<file path="src/inc/pbseq_pkg.sv">
package pbseq_pkg;
  localparam int unsigned CLK_FREQ_HZ     = 125_000_000;
  localparam int unsigned TICK_US         = 1000;
  localparam int unsigned TICK_CYCLES     = CLK_FREQ_HZ / 1_000_000 * TICK_US;
  localparam int unsigned TURN_ON_DB_MS   = 32;
  localparam int unsigned TURN_OFF_DB_MS  = 32;
  localparam int unsigned REQ_MIN_MS      = 32;
  localparam int unsigned FORCED_BASE_MS  = 64;
  localparam int unsigned BLANK_MS        = 512;
  localparam int unsigned LOCKOUT_MS      = 256;
  localparam int unsigned MS_W            = 16;
  localparam logic [1:0]  SYNC_RESET      = 2'h3;
endpackage

</file>
<file path="src/inc/ms_timer_if.sv">
`timescale 1ns/1ps
`default_nettype none
interface ms_timer_if;
  logic        clear;
  logic        tick;
  logic [15:0] elapsed;
  modport owner (output clear, input tick, input elapsed);
  modport timer (input clear, output tick, output elapsed);
endinterface
`default_nettype wire

</file>
<file path="src/core/ms_time_base.sv">
`timescale 1ns/1ps
`default_nettype none
module ms_time_base #(
  parameter int unsigned TICK_CYCLES = pbseq_pkg::TICK_CYCLES
) (
  input  wire logic   core_clk, // system clock
  input  wire logic   rst_n,    // async reset, active low
  ms_timer_if.timer   tm        // clear in, tick and elapsed out
);
  logic [31:0] prescale;
  logic [15:0] elapsed;
  logic        tick;
  wire         wrap = (prescale == 32'(TICK_CYCLES - 1));
  // free-running tick; clear zeroes the ms count only, so first count
  // after a clear may come up to 1 ms early (within the allowed spread)
  always_ff @(posedge core_clk or negedge rst_n) begin
    if (!rst_n) begin
      prescale <= 32'h0000_0000;
      tick     <= 1'b0;
      elapsed  <= 16'h0000;
    end else begin
      prescale <= wrap ? 32'h0000_0000 : prescale + 32'h0000_0001;
      tick     <= wrap;
      if (tm.clear)
        elapsed <= 16'h0000;
      else if (wrap && elapsed != 16'hffff)
        elapsed <= elapsed + 16'h0001;
    end
  end
  assign tm.tick    = tick;
  assign tm.elapsed = elapsed;
endmodule
`default_nettype wire

</file>
<file path="src/core/pushbutton_power_sequencer.sv">
`timescale 1ns/1ps
`default_nettype none
// Behaviour
// [RL1] when on, shutdown request goes low after 32 ms continuous button low
// [RL2] request stays low at least 32 ms, then while button is held
// [RL3] button held past forced-off time releases enable and request at once
// [RL4] forced-off base time is 64 ms from button fall to enable release
// [RL5] forced-off time extended by a configurable extra duration
// [RL6] turn-on debounce 32 ms plus configurable extra duration
// [RL7] active-high variant drives enable high after valid turn-on; the pin is released to its pull-up instead
// [RL8] active-low variant drives enable low on, returns high on release
// [RL9] 512 ms blanking after enable: kill and button ignored
// [RL10] kill still low at blanking end releases enable, aborting power-on
// [RL11] host must raise kill before blanking ends, else power goes off
// [RL12] after blanking, kill low releases enable
// [RL13] host holds kill low at least 30 us to shut power off
// [RL14] host finishes housekeeping after request, then drives kill low
// [RL15] button ignored during lockout after enable release
// [RL16] lockout lasts 256 ms from release until new turn-on accepted
// [RL17] button high before a debounce completes restarts that timer
// [RL18] timers from one time base; durations parameters; inputs synchronised (the extra-time inputs are not)
module pushbutton_power_sequencer #(
  parameter bit          ACTIVE_LOW_ENABLE = 1'b0,
  parameter int unsigned TURN_ON_DB_MS     = pbseq_pkg::TURN_ON_DB_MS,
  parameter int unsigned TURN_OFF_DB_MS    = pbseq_pkg::TURN_OFF_DB_MS,
  parameter int unsigned REQ_MIN_MS        = pbseq_pkg::REQ_MIN_MS,
  parameter int unsigned FORCED_BASE_MS    = pbseq_pkg::FORCED_BASE_MS,
  parameter int unsigned BLANK_MS          = pbseq_pkg::BLANK_MS,
  parameter int unsigned LOCKOUT_MS        = pbseq_pkg::LOCKOUT_MS,
  parameter int unsigned TICK_CYCLES       = pbseq_pkg::TICK_CYCLES
) (
  input  wire logic        core_clk,              // 125 MHz clock
  input  wire logic        rst_n,                 // async reset, low
  input  wire logic        pushbutton_n,          // button pin, low pressed
  input  wire logic        power_kill_n,          // host kill, low kills
  input  wire logic [15:0] turn_on_extra_time,    // added on debounce, ms
  input  wire logic [15:0] power_down_extra_time, // added forced-off, ms
  output logic             power_en_o,            // enable pin level driven
  output logic             power_en_oe,           // open-drain pull enable
  output logic             shutdown_req_o,        // request pin level
  output logic             shutdown_req_oe,       // high while pulling low
  output logic             powered_on             // status: enable asserted
);
  // OFF waits for a press, ARM times the turn-on press, BLANK is the
  // window after turn-on with both inputs ignored, RUN watches for a
  // press or a kill, REQ holds the shutdown request, LOCKOUT keeps
  // the button away until the supply has had time to collapse
  typedef enum logic [2:0] {
    ST_OFF     = 3'b000,
    ST_ARM     = 3'b001,
    ST_BLANK   = 3'b010,
    ST_RUN     = 3'b011,
    ST_REQ     = 3'b100,
    ST_LOCKOUT = 3'b101
  } state_e;

  state_e      state;
  state_e      next_state;
  logic [1:0]  pb_sync;
  logic [1:0]  kill_sync;
  logic [15:0] down_ms;
  logic        req_active;
  logic [15:0] next_down_ms;
  logic        next_req_active;
  logic        tmr_clear;

  // one shared time base serves every phase; elapsed times one phase at a
  // time, and the press length in RUN and REQ keeps its own count, down_ms
  ms_timer_if tmr ();

  ms_time_base #(
    .TICK_CYCLES (TICK_CYCLES)
  ) u_time_base (
    .core_clk (core_clk),
    .rst_n    (rst_n),
    .tm       (tmr.timer)
  );

  // two-stage synchronisers: logic reads only the second stage, the
  // first may still be settling from a metastable capture
  always_ff @(posedge core_clk or negedge rst_n) begin
    if (!rst_n) begin
      pb_sync   <= pbseq_pkg::SYNC_RESET;
      kill_sync <= pbseq_pkg::SYNC_RESET;
    end else begin
      pb_sync   <= {pb_sync[0], pushbutton_n};   // RL18
      kill_sync <= {kill_sync[0], power_kill_n}; // RL18
    end
  end

  // active-high views of the synchronised pins
  wire        pb_low   = ~pb_sync[1];
  wire        kill_low = ~kill_sync[1];
  wire [15:0] elapsed  = tmr.elapsed;
  wire [16:0] on_limit = 17'(TURN_ON_DB_MS) + {1'b0, turn_on_extra_time};
  // extra times are meant as static straps and are not synchronised
  wire [16:0] off_limit =
    17'(FORCED_BASE_MS) + {1'b0, power_down_extra_time}; // RL5
  wire        on_done   = ({1'b0, elapsed} >= on_limit);      // RL6
  wire        forced    = pb_low && ({1'b0, down_ms} >= off_limit); // RL4
  wire        blank_end = (elapsed >= 16'(BLANK_MS));         // RL9
  wire        lock_end  = (elapsed >= 16'(LOCKOUT_MS));       // RL16
  wire        off_db    = (down_ms >= 16'(TURN_OFF_DB_MS));   // RL1
  wire        req_min   = (elapsed >= 16'(REQ_MIN_MS));       // RL2
  assign tmr.clear = tmr_clear;

  // press length in ms, restarted by every release of the button
  wire [15:0] down_count =
    !pb_low ? 16'h0000 :                                    // RL17
    (tmr.tick && down_ms != 16'hffff) ? down_ms + 16'h0001 : down_ms;
  wire        kill_release   = kill_low;                     // RL12
  wire        any_release    = kill_release || forced;       // RL3

  // next-state logic; every path starts from the held values
  always_comb begin
    next_state      = state;
    next_down_ms    = down_ms;
    next_req_active = req_active;
    tmr_clear       = 1'b0;
    unique case (state)
      ST_OFF: begin
        // held clear so the turn-on press is timed from zero
        tmr_clear = 1'b1;
        if (pb_low)
          next_state = ST_ARM;
      end
      ST_ARM: begin
        // a bounce back high throws the whole press away
        if (!pb_low) begin
          next_state = ST_OFF; // RL17
        end else if (on_done) begin
          next_state = ST_BLANK; // RL7
          tmr_clear  = 1'b1;
        end
      end
      ST_BLANK: begin
        next_down_ms = 16'h0000; // button ignored, RL9
        // kill is looked at once, when the window closes
        if (blank_end) begin
          tmr_clear = 1'b1;
          next_state = kill_low ? ST_LOCKOUT : ST_RUN; // RL10
        end
      end
      ST_RUN: begin
        next_down_ms = down_count;
        if (any_release) begin
          next_state      = ST_LOCKOUT; // RL12 RL3
          next_req_active = 1'b0;
          tmr_clear       = 1'b1;
        end else if (off_db) begin
          next_state      = ST_REQ; // RL1
          next_req_active = 1'b1;
          tmr_clear       = 1'b1;
        end
      end
      ST_REQ: begin
        // the request outlives a short tap, and a long hold keeps it
        next_down_ms = down_count;
        if (any_release) begin
          next_state      = ST_LOCKOUT; // RL3 RL12
          next_req_active = 1'b0;
          tmr_clear       = 1'b1;
        end else if (req_min && !pb_low) begin
          next_state      = ST_RUN; // RL2
          next_req_active = 1'b0;
        end
      end
      ST_LOCKOUT: begin
        next_down_ms = 16'h0000;
        // the supply needs this time to collapse before a restart
        if (lock_end)
          next_state = ST_OFF; // RL15
      end
      default: begin
        next_state      = ST_OFF;
        next_req_active = 1'b0;
      end
    endcase
  end

  always_ff @(posedge core_clk or negedge rst_n) begin
    if (!rst_n) begin
      state      <= ST_OFF;
      down_ms    <= 16'h0000;
      req_active <= 1'b0;
    end else begin
      state      <= next_state;
      down_ms    <= next_down_ms;
      req_active <= next_req_active;
    end
  end

  // next_on is looked at one edge early so that the pin registers line
  // up with state and carry no extra cycle of lag
  wire next_on = (next_state == ST_BLANK) || (next_state == ST_RUN) ||
                 (next_state == ST_REQ);

  // both variants are open drain: the pin only ever sinks, so its drive
  // value is tied low and the variant only decides when to pull
  wire next_pull_hi_variant = ~next_on; // RL7
  wire next_pull_lo_variant = next_on;  // RL8
  wire next_en_oe           = ACTIVE_LOW_ENABLE ? next_pull_lo_variant :
                                                  next_pull_hi_variant;

  always_ff @(posedge core_clk or negedge rst_n) begin
    if (!rst_n) begin
      power_en_oe     <= ~ACTIVE_LOW_ENABLE;
      shutdown_req_oe <= 1'b0;
      powered_on      <= 1'b0;
    end else begin
      power_en_oe     <= next_en_oe;      // RL7 RL8
      shutdown_req_oe <= next_req_active; // RL2
      powered_on      <= next_on;
    end
  end

  // a released pin floats to its external pull-up level
  assign power_en_o     = 1'b0;
  assign shutdown_req_o = 1'b0;
endmodule
`default_nettype wire

</file>
<file path="config.mk">
export PLATFORM = sky130hd
export DESIGN_NAME = pushbutton_power_sequencer
export DESIGN_NICKNAME = d
export VERILOG_FILES = /design/src/inc/pbseq_pkg.sv /design/src/inc/ms_timer_if.sv /design/src/core/ms_time_base.sv /design/src/core/pushbutton_power_sequencer.sv
export SDC_FILE = /design/constraint.sdc
export NUM_CORES = 1
export LEC_CHECK = 0
export ABC_AREA = 1
export ABC_CLOCK_PERIOD_IN_PS = 2330
export BUFFER_PORTS_ARGS = -buffer_cell sky130_fd_sc_hd__clkbuf_2
export CAP_MARGIN = 20
export CORE_MARGIN = 2
export CORE_UTILIZATION = 55
export CTS_CLUSTER_DIAMETER = 150
export CTS_CLUSTER_SIZE = 30
export DETAILED_ROUTE_END_ITERATION = 10
export PLACE_DENSITY = 0.74
export SYNTH_ARGS = -nofsm -noshare
export SYNTH_HDL_FRONTEND = slang
export SYNTH_SLANG_ARGS = --single-unit
export TNS_END_PERCENT = 50
</file>
<file path="constraint.sdc">
create_clock -name core_clk -period 2.33 [get_ports core_clk]
set_input_delay 0.1165 -clock core_clk [delete_from_list [all_inputs] [get_ports core_clk]]
set_output_delay 0.1165 -clock core_clk [all_outputs]
set_load 0.005 [all_outputs]
</file>
==> results_dict.tcl, run 1 <==
set metrics [dict create \
    ir_drop_mv 0.352 \
    grt_max_degree 76 \
    start_util_pct 55.7 \
    area_delta_synth_final_pct 20.9 \
    clock-sinks 75 \
    ys_types 41 \
    dp_cells 981 \
    antenna_found_initial 0 \
    p_leak_nw 3.34 \
    synthFlopType "dfrtp_1" \
    criticalPathCategory "in -> reg" \
    cp_data_required_time_ns 2.61 \
    routedWlPerCell_microns 13.5 \
    port_buffers 38 \
    antenna_cells 0 \
    gp_congestion 0.883 \
    drive_gt1_share_pct 20.7 \
    die_w_microns 106 \
    postSynthCellCount 773 \
    ff2ff_setup_slack_ns 0.05 \
    hold_violations 0 \
    rr_startpoint "u_time_base.tm.elapsed[12]$_DFFE_PN0P_" \
    ys_async_sr_fraction_pct 100 \
    grt.total_usage_pct 24.4 \
    hp-start "kill_sync[0]$_DFF_PN1_" \
    yosysWarnings 0 \
    startpoint_type "primary input" \
    clk_pin_slew_ns 0.08 \
    cpPeakStageDelay_ns 0.25 \
    drt-pass1-iter-count 5 \
    cap_violations 0 \
    clk_path_buf_depth 2 \
    row_count 37 \
    clk_latency_ns 0.35 \
    crit_family "simple AND/OR/NAND/NOR gates" \
    die_h_microns 106 \
    clock-root-buffer "clkbuf_8" \
    core-area_sq_um 10200 \
    vias 5348 \
    synth_edf_count 0 \
    seq_area_frac_synth_pct 33.2 \
    min_path_type "reg -> reg" \
    grt_pass1_wl_microns 22300 \
    cp_common_cell "nand3_2" \
    grt_pass1_vias 5155 \
    die_area_sq_um 11100 \
    ios 41 \
    power-per-cell-area_nw_per_um2 375 \
    finalSetupViolCount 0 \
    end_kind "register" \
    dp_hpwl_microns 9910 \
    relSlewSlack_pct 36.9 \
    skew_ns 0.0134 \
    worstPathArrival_ns 2.58 \
    yosys-mux-area-fraction_pct 0 \
    synth_top_family_by_area "simple AND/OR/NAND/NOR gates" \
    cts_tree "built" \
    drcViolationCount 0 \
    cp_num_buf_inv 4 \
    yosysTopAreaCellShare_pct 30.9 \
    synth_seq_cells 75 \
    synthTopCellsByArea "dfrtp_1, nand2_1, ha_1" \
    grt-ovfl-total 0 \
    crit_chain "buf_6, ha_4, nand2_4, nor2_4, nand3_2, nor2_2, inv_2, nor2_4, nand3_2, xnor2_2, inv_2, ha_4, nand4_1, nand3_1, nor2_2, nand3_2, nand2_2, nand3_4, clkbuf_16, nor3_4" \
    rsz0062_at_grt "yes" \
    yosys.area_share.simple_pct 34.5 \
    cp_slowest_cell "ha_4" \
    critPathMaxFanout 6 \
    htreeDepth 3 \
    synth_area_sq_um 5670 \
    synth-xor-area-share_pct 7.26 \
    ant_nets 0 \
    routed_wirelength_microns 13600 \
    hold_end "kill_sync[1]$_DFF_PN1_" \
    yosysTopAreaCell "dfrtp_1" \
    tightest_slew_ns 0.946 \
    post-place-ws_ns -0.354 \
    instances_no_fill 1006 \
    final.min_clock_period_ns 2.30 \
    power_mw 2.57 \
    outcome "complete, no violations" \
    hold_depth 0 \
    dr.first_iter.drc_count 294 \
    r2r_end "u_time_base.tm.elapsed[7]$_DFFE_PN0P_" \
    maxClockFrequency_mhz 434 \
    slew_viol_final 0 \
    fin_ws_ns 0.0264 \
    cts_made_buffers 9 \
    rr_worst_depth 13 \
    vias_per_cell 5.32 \
    nets 940 \
    synth_fa_ha_area_share_pct 8.60 \
    fin_crit_sh_pct 98.9 \
    synth_compound_area_share_pct 6.62 \
    avgSynthCellArea_sq_um 7.34 \
]
==> worst max-delay path by stage <==
stage | from | cells after the start | slack (ns) | end
global placement | turn_on_extra_time[5] | 19 | -0.24 | u_time_base.tm.elapsed[1]$_DFFE_PN0P_
finish | turn_on_extra_time[5] | 20 | 0.03 | u_time_base.tm.elapsed[7]$_DFFE_PN0P_
floorplan | turn_on_extra_time[5] | 19 | 0.03 | u_time_base.tm.elapsed[14]$_DFFE_PN0P_
global route | turn_on_extra_time[6] | 20 | -0.09 | u_time_base.tm.elapsed[7]$_DFFE_PN0P_
detailed placement | power_down_extra_time[6] | 17 | -0.35 | u_time_base.tm.elapsed[1]$_DFFE_PN0P_
CTS | power_down_extra_time[6] | 19 | 0.02 | u_time_base.tm.elapsed[1]$_DFFE_PN0P_
==> layout by cell type, fill, tap and decap left out, drive strengths merged <==
| cell type | n |
|---|---|
| conb | 2 |
| ha | 39 |
| buf | 53 |
| nand3b | 3 |
| clkinv | 2 |
| xnor2 | 12 |
| o31ai | 1 |
| clkbuf | 45 |
| a2bb2oi | 2 |
| o21ai | 31 |
| nand4 | 29 |
| a21boi | 1 |
| inv | 131 |
| clkinvlp | 2 |
| a41oi | 1 |
| nor3b | 12 |
| a21oi | 26 |
| nor4 | 12 |
| dfrtp | 70 |
| dlygate4sd3 | 3 |
| xor2 | 35 |
| dfstp | 5 |
| nor2 | 90 |
| o21a | 3 |
| nand2 | 173 |
| nand3 | 49 |
| nor3 | 35 |
| a21o | 2 |
| o211ai | 1 |
==> state kept, by name (all words and copies together), names as in the netlist <==
signal	cells
shutdown_req_oe	1
u_time_base.prescale	32
u_time_base.tm.tick	1
powered_on	1
down_ms	16
kill_sync	2
state	3
power_en_oe	1
pb_sync	2
u_time_base.tm.elapsed	16
==> stage by stage <==
step	TNS (ns)	cell area (sq um)	utilization, %	hold WS [ns]
2_1_floorplan	0	5680	-	-0.179
3_3_place_gp	-4.12	6310	62.0	0.203
3_5_place_dp	-6.30	6310	62.0	0.212
4_1_cts	0	6520	64.0	0.362
5_1_grt	-0.915	6860	67.3	0.368
6_report	0	6860	67.3	0.361
==> kinds of logic (layout without fill, tap and decap cells) <==
family,after synthesis,count (layout)
flops,75,75
other cells,1,2
xor+xnor,47,47
simple gates,403,403
buf+inv,140,236
fa+ha+maj,39,39
compound gates,68,68
==> cell type report <==
cell class | instances | area [sq um]
inverters | 131 | 492
clock inverters | 4 | 25.0
flip-flops and latches | 75 | 1880
repair buffers | 89 | 654
clock buffers | 12 | 155
fillers | 880 | 3330
multi-input cells | 559 | 3480
well taps | 136 | 170
==> where the power goes <==
group,total (mW),internal [mW],switching [mW]
clock,0.932,0.442,0.490
combinational,0.324,0.143,0.181
sequential,1.32,1.31,0.00726
==> layer usage <==
layer	GRT usage [%]	up-vias	routed length, microns
li1	-	2685	-
met1	30.1	2500	5960
met2	44.2	133	6840
met3	3.90	30	462
met4	6.86	0	303
met5	0	-	0
==> what timing repair did <==
item	4_1_cts	5_1_grt
hold endpoints to repair	72	0
setup buffers	0	5
gates resized for setup	0	63
setup endpoints to repair	0	34
hold buffers	3	0
==> cell usage after synthesis (2+ instances only) <==
cell / count
nor4_2: 2
xor2_1: 35
nand3_1: 47
nand3b_1: 3
a2bb2oi_1: 2
nor4_1: 10
buf_6: 2
nand2_1: 168
nand4_1: 28
o21ai_1: 8
inv_1: 127
buf_2: 2
ha_1: 39
nor2_1: 81
nor3b_2: 7
nor3b_1: 5
nor3_2: 11
a21o_1: 2
clkbuf_1: 2
inv_2: 4
xnor2_1: 12
o21ai_0: 22
buf_4: 3
dfrtp_1: 70
nor2_2: 8
a21oi_1: 26
o21a_1: 3
nor3_1: 24
nand2_2: 4
dfstp_2: 5
Power figures use the tool's default switching activity.
==> run 2: changes to the inputs <==
CORE_ASPECT_RATIO = 0.7   (was default)
==> run 2 against run 1 <==
  * Largest power group is now clock
  * Highest routed layer unchanged
  * Register-to-register slack better by 0.06 ns
  * Sequential cell count unchanged
  * Power up 17%
==> results_dict.tcl, run 2 (synthesis results as in run 1) <==
set metrics [dict create \
    outcome "complete, no violations" \
    final_common_cell "nand2_1" \
    largest_reg_flops 32 \
    cap_violations 0 \
    final_cell_mix "nand2_1, inv_1, nor2_1, dfrtp_1, buf_4" \
    relSlewSlack_pct 36.0 \
    tns_ns 0 \
    maxClockFrequency_mhz 451 \
    end_kind "register" \
    drive_gt1_share_pct 20.3 \
    cp_data_required_time_ns 2.56 \
    port_buffers 38 \
    core-area_sq_um 9870 \
    dpl-instance-area_sq_um 6310 \
    die_area_sq_um 11200 \
    cts_made_buffers 9 \
    antenna_found_initial 0 \
    clk_pin_slew_ns 0.06 \
    drcViolationCount 0 \
    dr.first_iter.drc_count 524 \
    startpoint_type "primary input" \
    worstPathArrival_ns 2.45 \
    row_count 30 \
    grt_pass1_vias 5068 \
    final.min_clock_period_ns 2.22 \
    drt-pass1-iter-count 5 \
    vias 5463 \
    grt.total_usage_pct 25.5 \
    grt_max_degree 76 \
    area_delta_synth_final_pct 22.7 \
    clock-root-buffer "clkbuf_16" \
    grtUsageMet3_pct 5.15 \
    grt_pass1_wl_microns 22900 \
    clk_path_buf_depth 2 \
    skew_ns 0.00728 \
    dp_cells 975 \
    clock-sinks 75 \
    routed_wirelength_microns 14200 \
    antenna_cells 0 \
    critPathMaxFanout 4 \
    use_met1_pct 34.7 \
    instances_no_fill 1001 \
    ios 41 \
    min_path_type "reg -> reg" \
    fin_crit_sh_pct 95.3 \
    die_h_microns 89.0 \
    criticalPathCategory "in -> reg" \
    regMostFlops "u_time_base.prescale" \
    cts_tree "built" \
    grt-ovfl-total 0 \
    hold_violations 0 \
    htreeDepth 3 \
    design_area_sq_um 6960 \
    ir_drop_mv 0.410 \
    ant_nets 0 \
    start_util_pct 57.5 \
    clk_latency_ns 0.34 \
    rsz0062_at_grt "yes" \
    holdWs_ns 0.355 \
    vias_per_cell 5.46 \
    reg_top3 "u_time_base.prescale x32, down_ms x16, u_time_base.tm.elapsed x16" \
    gp_congestion 0.920 \
    gr-max-usage-layer "met2" \
    dp_hpwl_microns 10400 \
    p_leak_nw 3.42 \
    slew_viol_final 0 \
    power-per-cell-area_nw_per_um2 431 \
    finalSetupViolCount 0 \
    die_w_microns 125 \
    routedWlPerCell_microns 14.2 \
    tightest_slew_ns 0.959 \
    nets 943 \
    grtUsageMet2_pct 41.8 \
]
## run 2: timing repair
item                                    4_1_cts  5_1_grt
setup buffers                                 0        5
hold buffers                                  3        0
hold endpoints to repair                     72        0
endpoints found under the setup margin        0       27
gates resized for setup                       0       51
## run 2: worst max-delay path, cell delays in order
cell	delay [ns]
clkbuf_2	0.14
nand3_2	0.10
nor2_2	0.12
nand4_1	0.12
buf_4	0.16
buf_4	0.12
xor2_1	0.13
ha_1	0.30
inv_1	0.04
nor2_1	0.09
nand4_1	0.09
o21ai_1	0.12
nand2_1	0.08
nand2_2	0.10
nand2_2	0.07
buf_4	0.14
nand4_1	0.09
nand4_1	0.18
inv_1	0.09
nand2_1	0.05
## run 2: metrics by stage
| stage | total power [mW] | utilization, % | worst slack (ns) |
|---|---|---|---|
| floorplan | 1.47 | - | 0.0272 |
| global placement | 1.58 | 64.0 | -0.228 |
| detailed placement | 1.60 | 64.0 | -0.327 |
| CTS | 2.97 | 67.3 | 0.0367 |
| global route | 3.11 | 70.5 | -0.134 |
| finish | 3.00 | 70.5 | 0.110 |
## run 2: metal layers
metal  wire (microns)  vias up  part of all wire [%]
met5                0        -                     0
met4              286        0                   2.0
met3              829       33                   5.8
met2             6380      191                    45
met1             6700     2536                    47
li1                 -     2703                     -
## run 2: cell type report
cell class,count,area (sq um)
well taps,128,160
clock inverters,5,42.5
multi-input cells,559,3430
clock buffers,11,253
repair buffers,92,693
inverters,131,492
flip-flops and latches,75,1880
fillers,777,2910
## run 2: where the power goes
part,switching (mW),leakage (nW),internal (mW)
Combinational,0.176,2.26,0.137
Clock,0.574,0.143,0.792
Sequential,0.00694,1.01,1.31
## run 2: final timing paths
path                            cells past startpoint  slack, ns                startpoint                                     to
worst min-delay path                                0       0.36    kill_sync[0]$_DFF_PN1_                 kill_sync[1]$_DFF_PN1_
worst max register to register                     11       0.11    down_ms[1]$_DFFE_PN0P_                down_ms[15]$_DFFE_PN0P_
min in group asynchronous                           2       0.43                     rst_n                 down_ms[1]$_DFFE_PN0P_
worst max-delay path                               20       0.11  power_down_extra_time[8]                   powered_on$_DFF_PN0_
worst min register to register                      0       0.36    kill_sync[0]$_DFF_PN1_                 kill_sync[1]$_DFF_PN1_
max in group asynchronous                           2       1.20                     rst_n  u_time_base.tm.elapsed[0]$_DFFE_PN0P_
==> run 3: changes to the inputs <==
--- a/config.mk
+++ b/config.mk
@@ -12,9 +12,8 @@
 export CORE_ASPECT_RATIO = 0.7
 export CORE_MARGIN = 2
-export CORE_UTILIZATION = 55
+export CORE_UTILIZATION = 41
 export CTS_CLUSTER_DIAMETER = 150
 export CTS_CLUSTER_SIZE = 30
 export DETAILED_ROUTE_END_ITERATION = 10
-export PLACE_DENSITY = 0.74
 export SYNTH_ARGS = -nofsm -noshare
 export SYNTH_HDL_FRONTEND = slang
==> constraint.sdc (replaced) <==
create_clock -name core_clk -period 2.33 [get_ports core_clk]
set_input_delay 0.1165 -clock core_clk [delete_from_list [all_inputs] [get_ports core_clk]]
set_output_delay 0.1165 -clock core_clk [all_outputs]
set_load 0.05 [all_outputs]
==> run 3 against run 2 <==
  * Setup slack worse by 0.024 ns
  * Critical path type unchanged
  * First-iteration DRC count shrank 27%
  * Critical path depth did not move
  * Sequential power is essentially flat
  * Power is 3.5% lower
  * Wire length is 2.8% lower
  * Clock power decreased by 7%
  * Combinational power down 6%
==> results_dict.tcl, run 3 (synthesis results as in run 1) <==
set metrics [dict create \
    hold_violations 0 \
    routedWlPerCell_microns 13.1 \
    fin_crit_sh_pct 96.3 \
    maxClockFrequency_mhz 446 \
    switching_share_pct 25.3 \
    drt-pass1-iter-count 5 \
    reg_top3 "u_time_base.prescale x32, down_ms x16, u_time_base.tm.elapsed x16" \
    p_int_mw 2.16 \
    cts_tree "built" \
    grt_pass1_wl_microns 23100 \
    cp_slowest_cell "ha_4" \
    die_w_microns 145 \
    rr_worst_depth 15 \
    clock-sinks 75 \
    min_path_type "in -> async" \
    netSwitchingPower_uw 734 \
    holdWs_ns 0.181 \
    seq_power_share_pct 45.6 \
    dp_cells 1035 \
    dp_hpwl_microns 10800 \
    cp_common_cell "nand2_2" \
    skew_ns 0.00784 \
    cpPeakStageDelay_ns 0.28 \
    fin_ws_ns 0.0863 \
    post-place-ws_ns -0.305 \
    rr_startpoint "down_ms[4]$_DFFE_PN0P_" \
    rsz0062_at_grt "yes" \
    slew_viol_final 0 \
    row_count 35 \
    die_area_sq_um 14800 \
    die_h_microns 102 \
    clk_path_buf_depth 2 \
    final_common_cell "nand2_1" \
    worstSetupEndpoint "u_time_base.tm.elapsed[6]$_DFFE_PN0P_" \
    regMostFlops "u_time_base.prescale" \
    ir_drop_mv 0.294 \
    dpl-instance-area_sq_um 6420 \
    tightest_slew_ns 0.586 \
    final.min_clock_period_ns 2.24 \
    htreeDepth 3 \
    antenna_cells 0 \
    nets 941 \
    end_kind "register" \
    crit_start "power_down_extra_time[8]" \
    r2r_end "u_time_base.tm.elapsed[1]$_DFFE_PN0P_" \
    gp_congestion 0.904 \
    power-per-cell-area_nw_per_um2 420 \
    cts_made_buffers 9 \
    cp_data_required_time_ns 2.55 \
    drcViolationCount 0 \
    ant_nets 0 \
    outcome "complete, no violations" \
    antenna_found_initial 0 \
    port_buffers 38 \
    core-area_sq_um 13300 \
    crit_chain "buf_8, nand3_4, nor2_4, nand4_1, nand3b_1, xnor2_1, inv_1, ha_4, nand2_2, nor2_2, nand4_1, o21ai_1, nand2_1, nand2_2, nand2_2, nand2_1, nand2_2, nand3_4, buf_8, nor3_2" \
    vias 5298 \
    relSlewSlack_pct 60.8 \
    grt-ovfl-total 0 \
    p_leak_nw 3.36 \
    largest_reg_flops 32 \
    final_cell_mix "nand2_1, inv_1, nor2_1, dfrtp_1, buf_4" \
    clock-root-buffer "clkbuf_16" \
    ios 41 \
    clock_power_share_pct 44.3 \
    worstPathArrival_ns 2.46 \
    criticalPathCategory "in -> reg" \
    grt_max_degree 60 \
    cap_violations 0 \
    design_area_sq_um 6890 \
    drive_gt1_share_pct 19.2 \
    startpoint_type "primary input" \
    combPwrFrac_pct 10.2 \
    tns_ns 0 \
    finalSetupViolCount 0 \
    area_delta_synth_final_pct 21.5 \
    vias_per_cell 5.02 \
    dr.first_iter.drc_count 383 \
    grt_pass1_vias 4947 \
    clk_latency_ns 0.34 \
    clk_pin_slew_ns 0.06 \
    start_util_pct 42.6 \
    grt.total_usage_pct 19.8 \
    ff2ff_setup_slack_ns 0.11 \
    routed_wirelength_microns 13800 \
    instances_no_fill 1056 \
    critPathMaxFanout 10 \
]
## run 3: power groups by stage
stage	clock network (mW)	registers [mW]	logic, mW
detailed placement	0	1.34	0.268
CTS	1.33	1.32	0.272
global placement	0	1.34	0.258
floorplan	0	1.34	0.140
finish	1.28	1.32	0.295
global route	1.38	1.32	0.331
## run 3: timing repair
item | CTS | global route
hold endpoints to repair | 77 | 0
setup buffers | 0 | 2
gates resized for setup | 0 | 37
setup endpoints to repair | 0 | 26
hold buffers | 3 | 0
## run 3: per-stage QoR
step	power [mW]	utilization, %
6_report	2.89	51.8
3_5_place_dp	1.61	48.2
4_1_cts	2.92	50.5
5_1_grt	3.03	51.8
2_1_floorplan	1.48	-
3_3_place_gp	1.60	48.2
## run 3: cell type report
type	instances	area [sq um]
Tap cell	185	231
Timing Repair Buffer	90	661
Fill cell	1266	6420
Clock buffer	11	233
Inverter	131	492
Multi-Input combinational cell	559	3360
Sequential cell	75	1880
Clock inverter	5	37.5
## run 3: how the worst min path moves through the flow
stage	start	to	slack (ns)	cells past startpoint
global placement	rst_n	down_ms[14]$_DFFE_PN0P_	-0.008	1
floorplan	rst_n	down_ms[0]$_DFFE_PN0P_	-0.18	0
finish	rst_n	down_ms[11]$_DFFE_PN0P_	0.18	2
CTS	rst_n	down_ms[14]$_DFFE_PN0P_	0.18	2
detailed placement	rst_n	down_ms[14]$_DFFE_PN0P_	-0.003	1
global route	rst_n	down_ms[14]$_DFFE_PN0P_	0.20	2
## run 3: critical path, delay by kind of cell
kind	cells	cell delay, ns
buffers and inverters	3	0.33
and+or+nand+nor	14	1.37
AOI/OAI and AO/OA	1	0.15
xor gates and xnor gates	1	0.20
adders and majority gates	1	0.28
## run 3: routing by layer
layer	wire (microns)	track usage, %	vias up
li1	-	-	2687
met1	7150	29.0	2446
met2	5740	30.0	149
met3	739	3.51	16
met4	167	5.45	0
met5	0	0	-
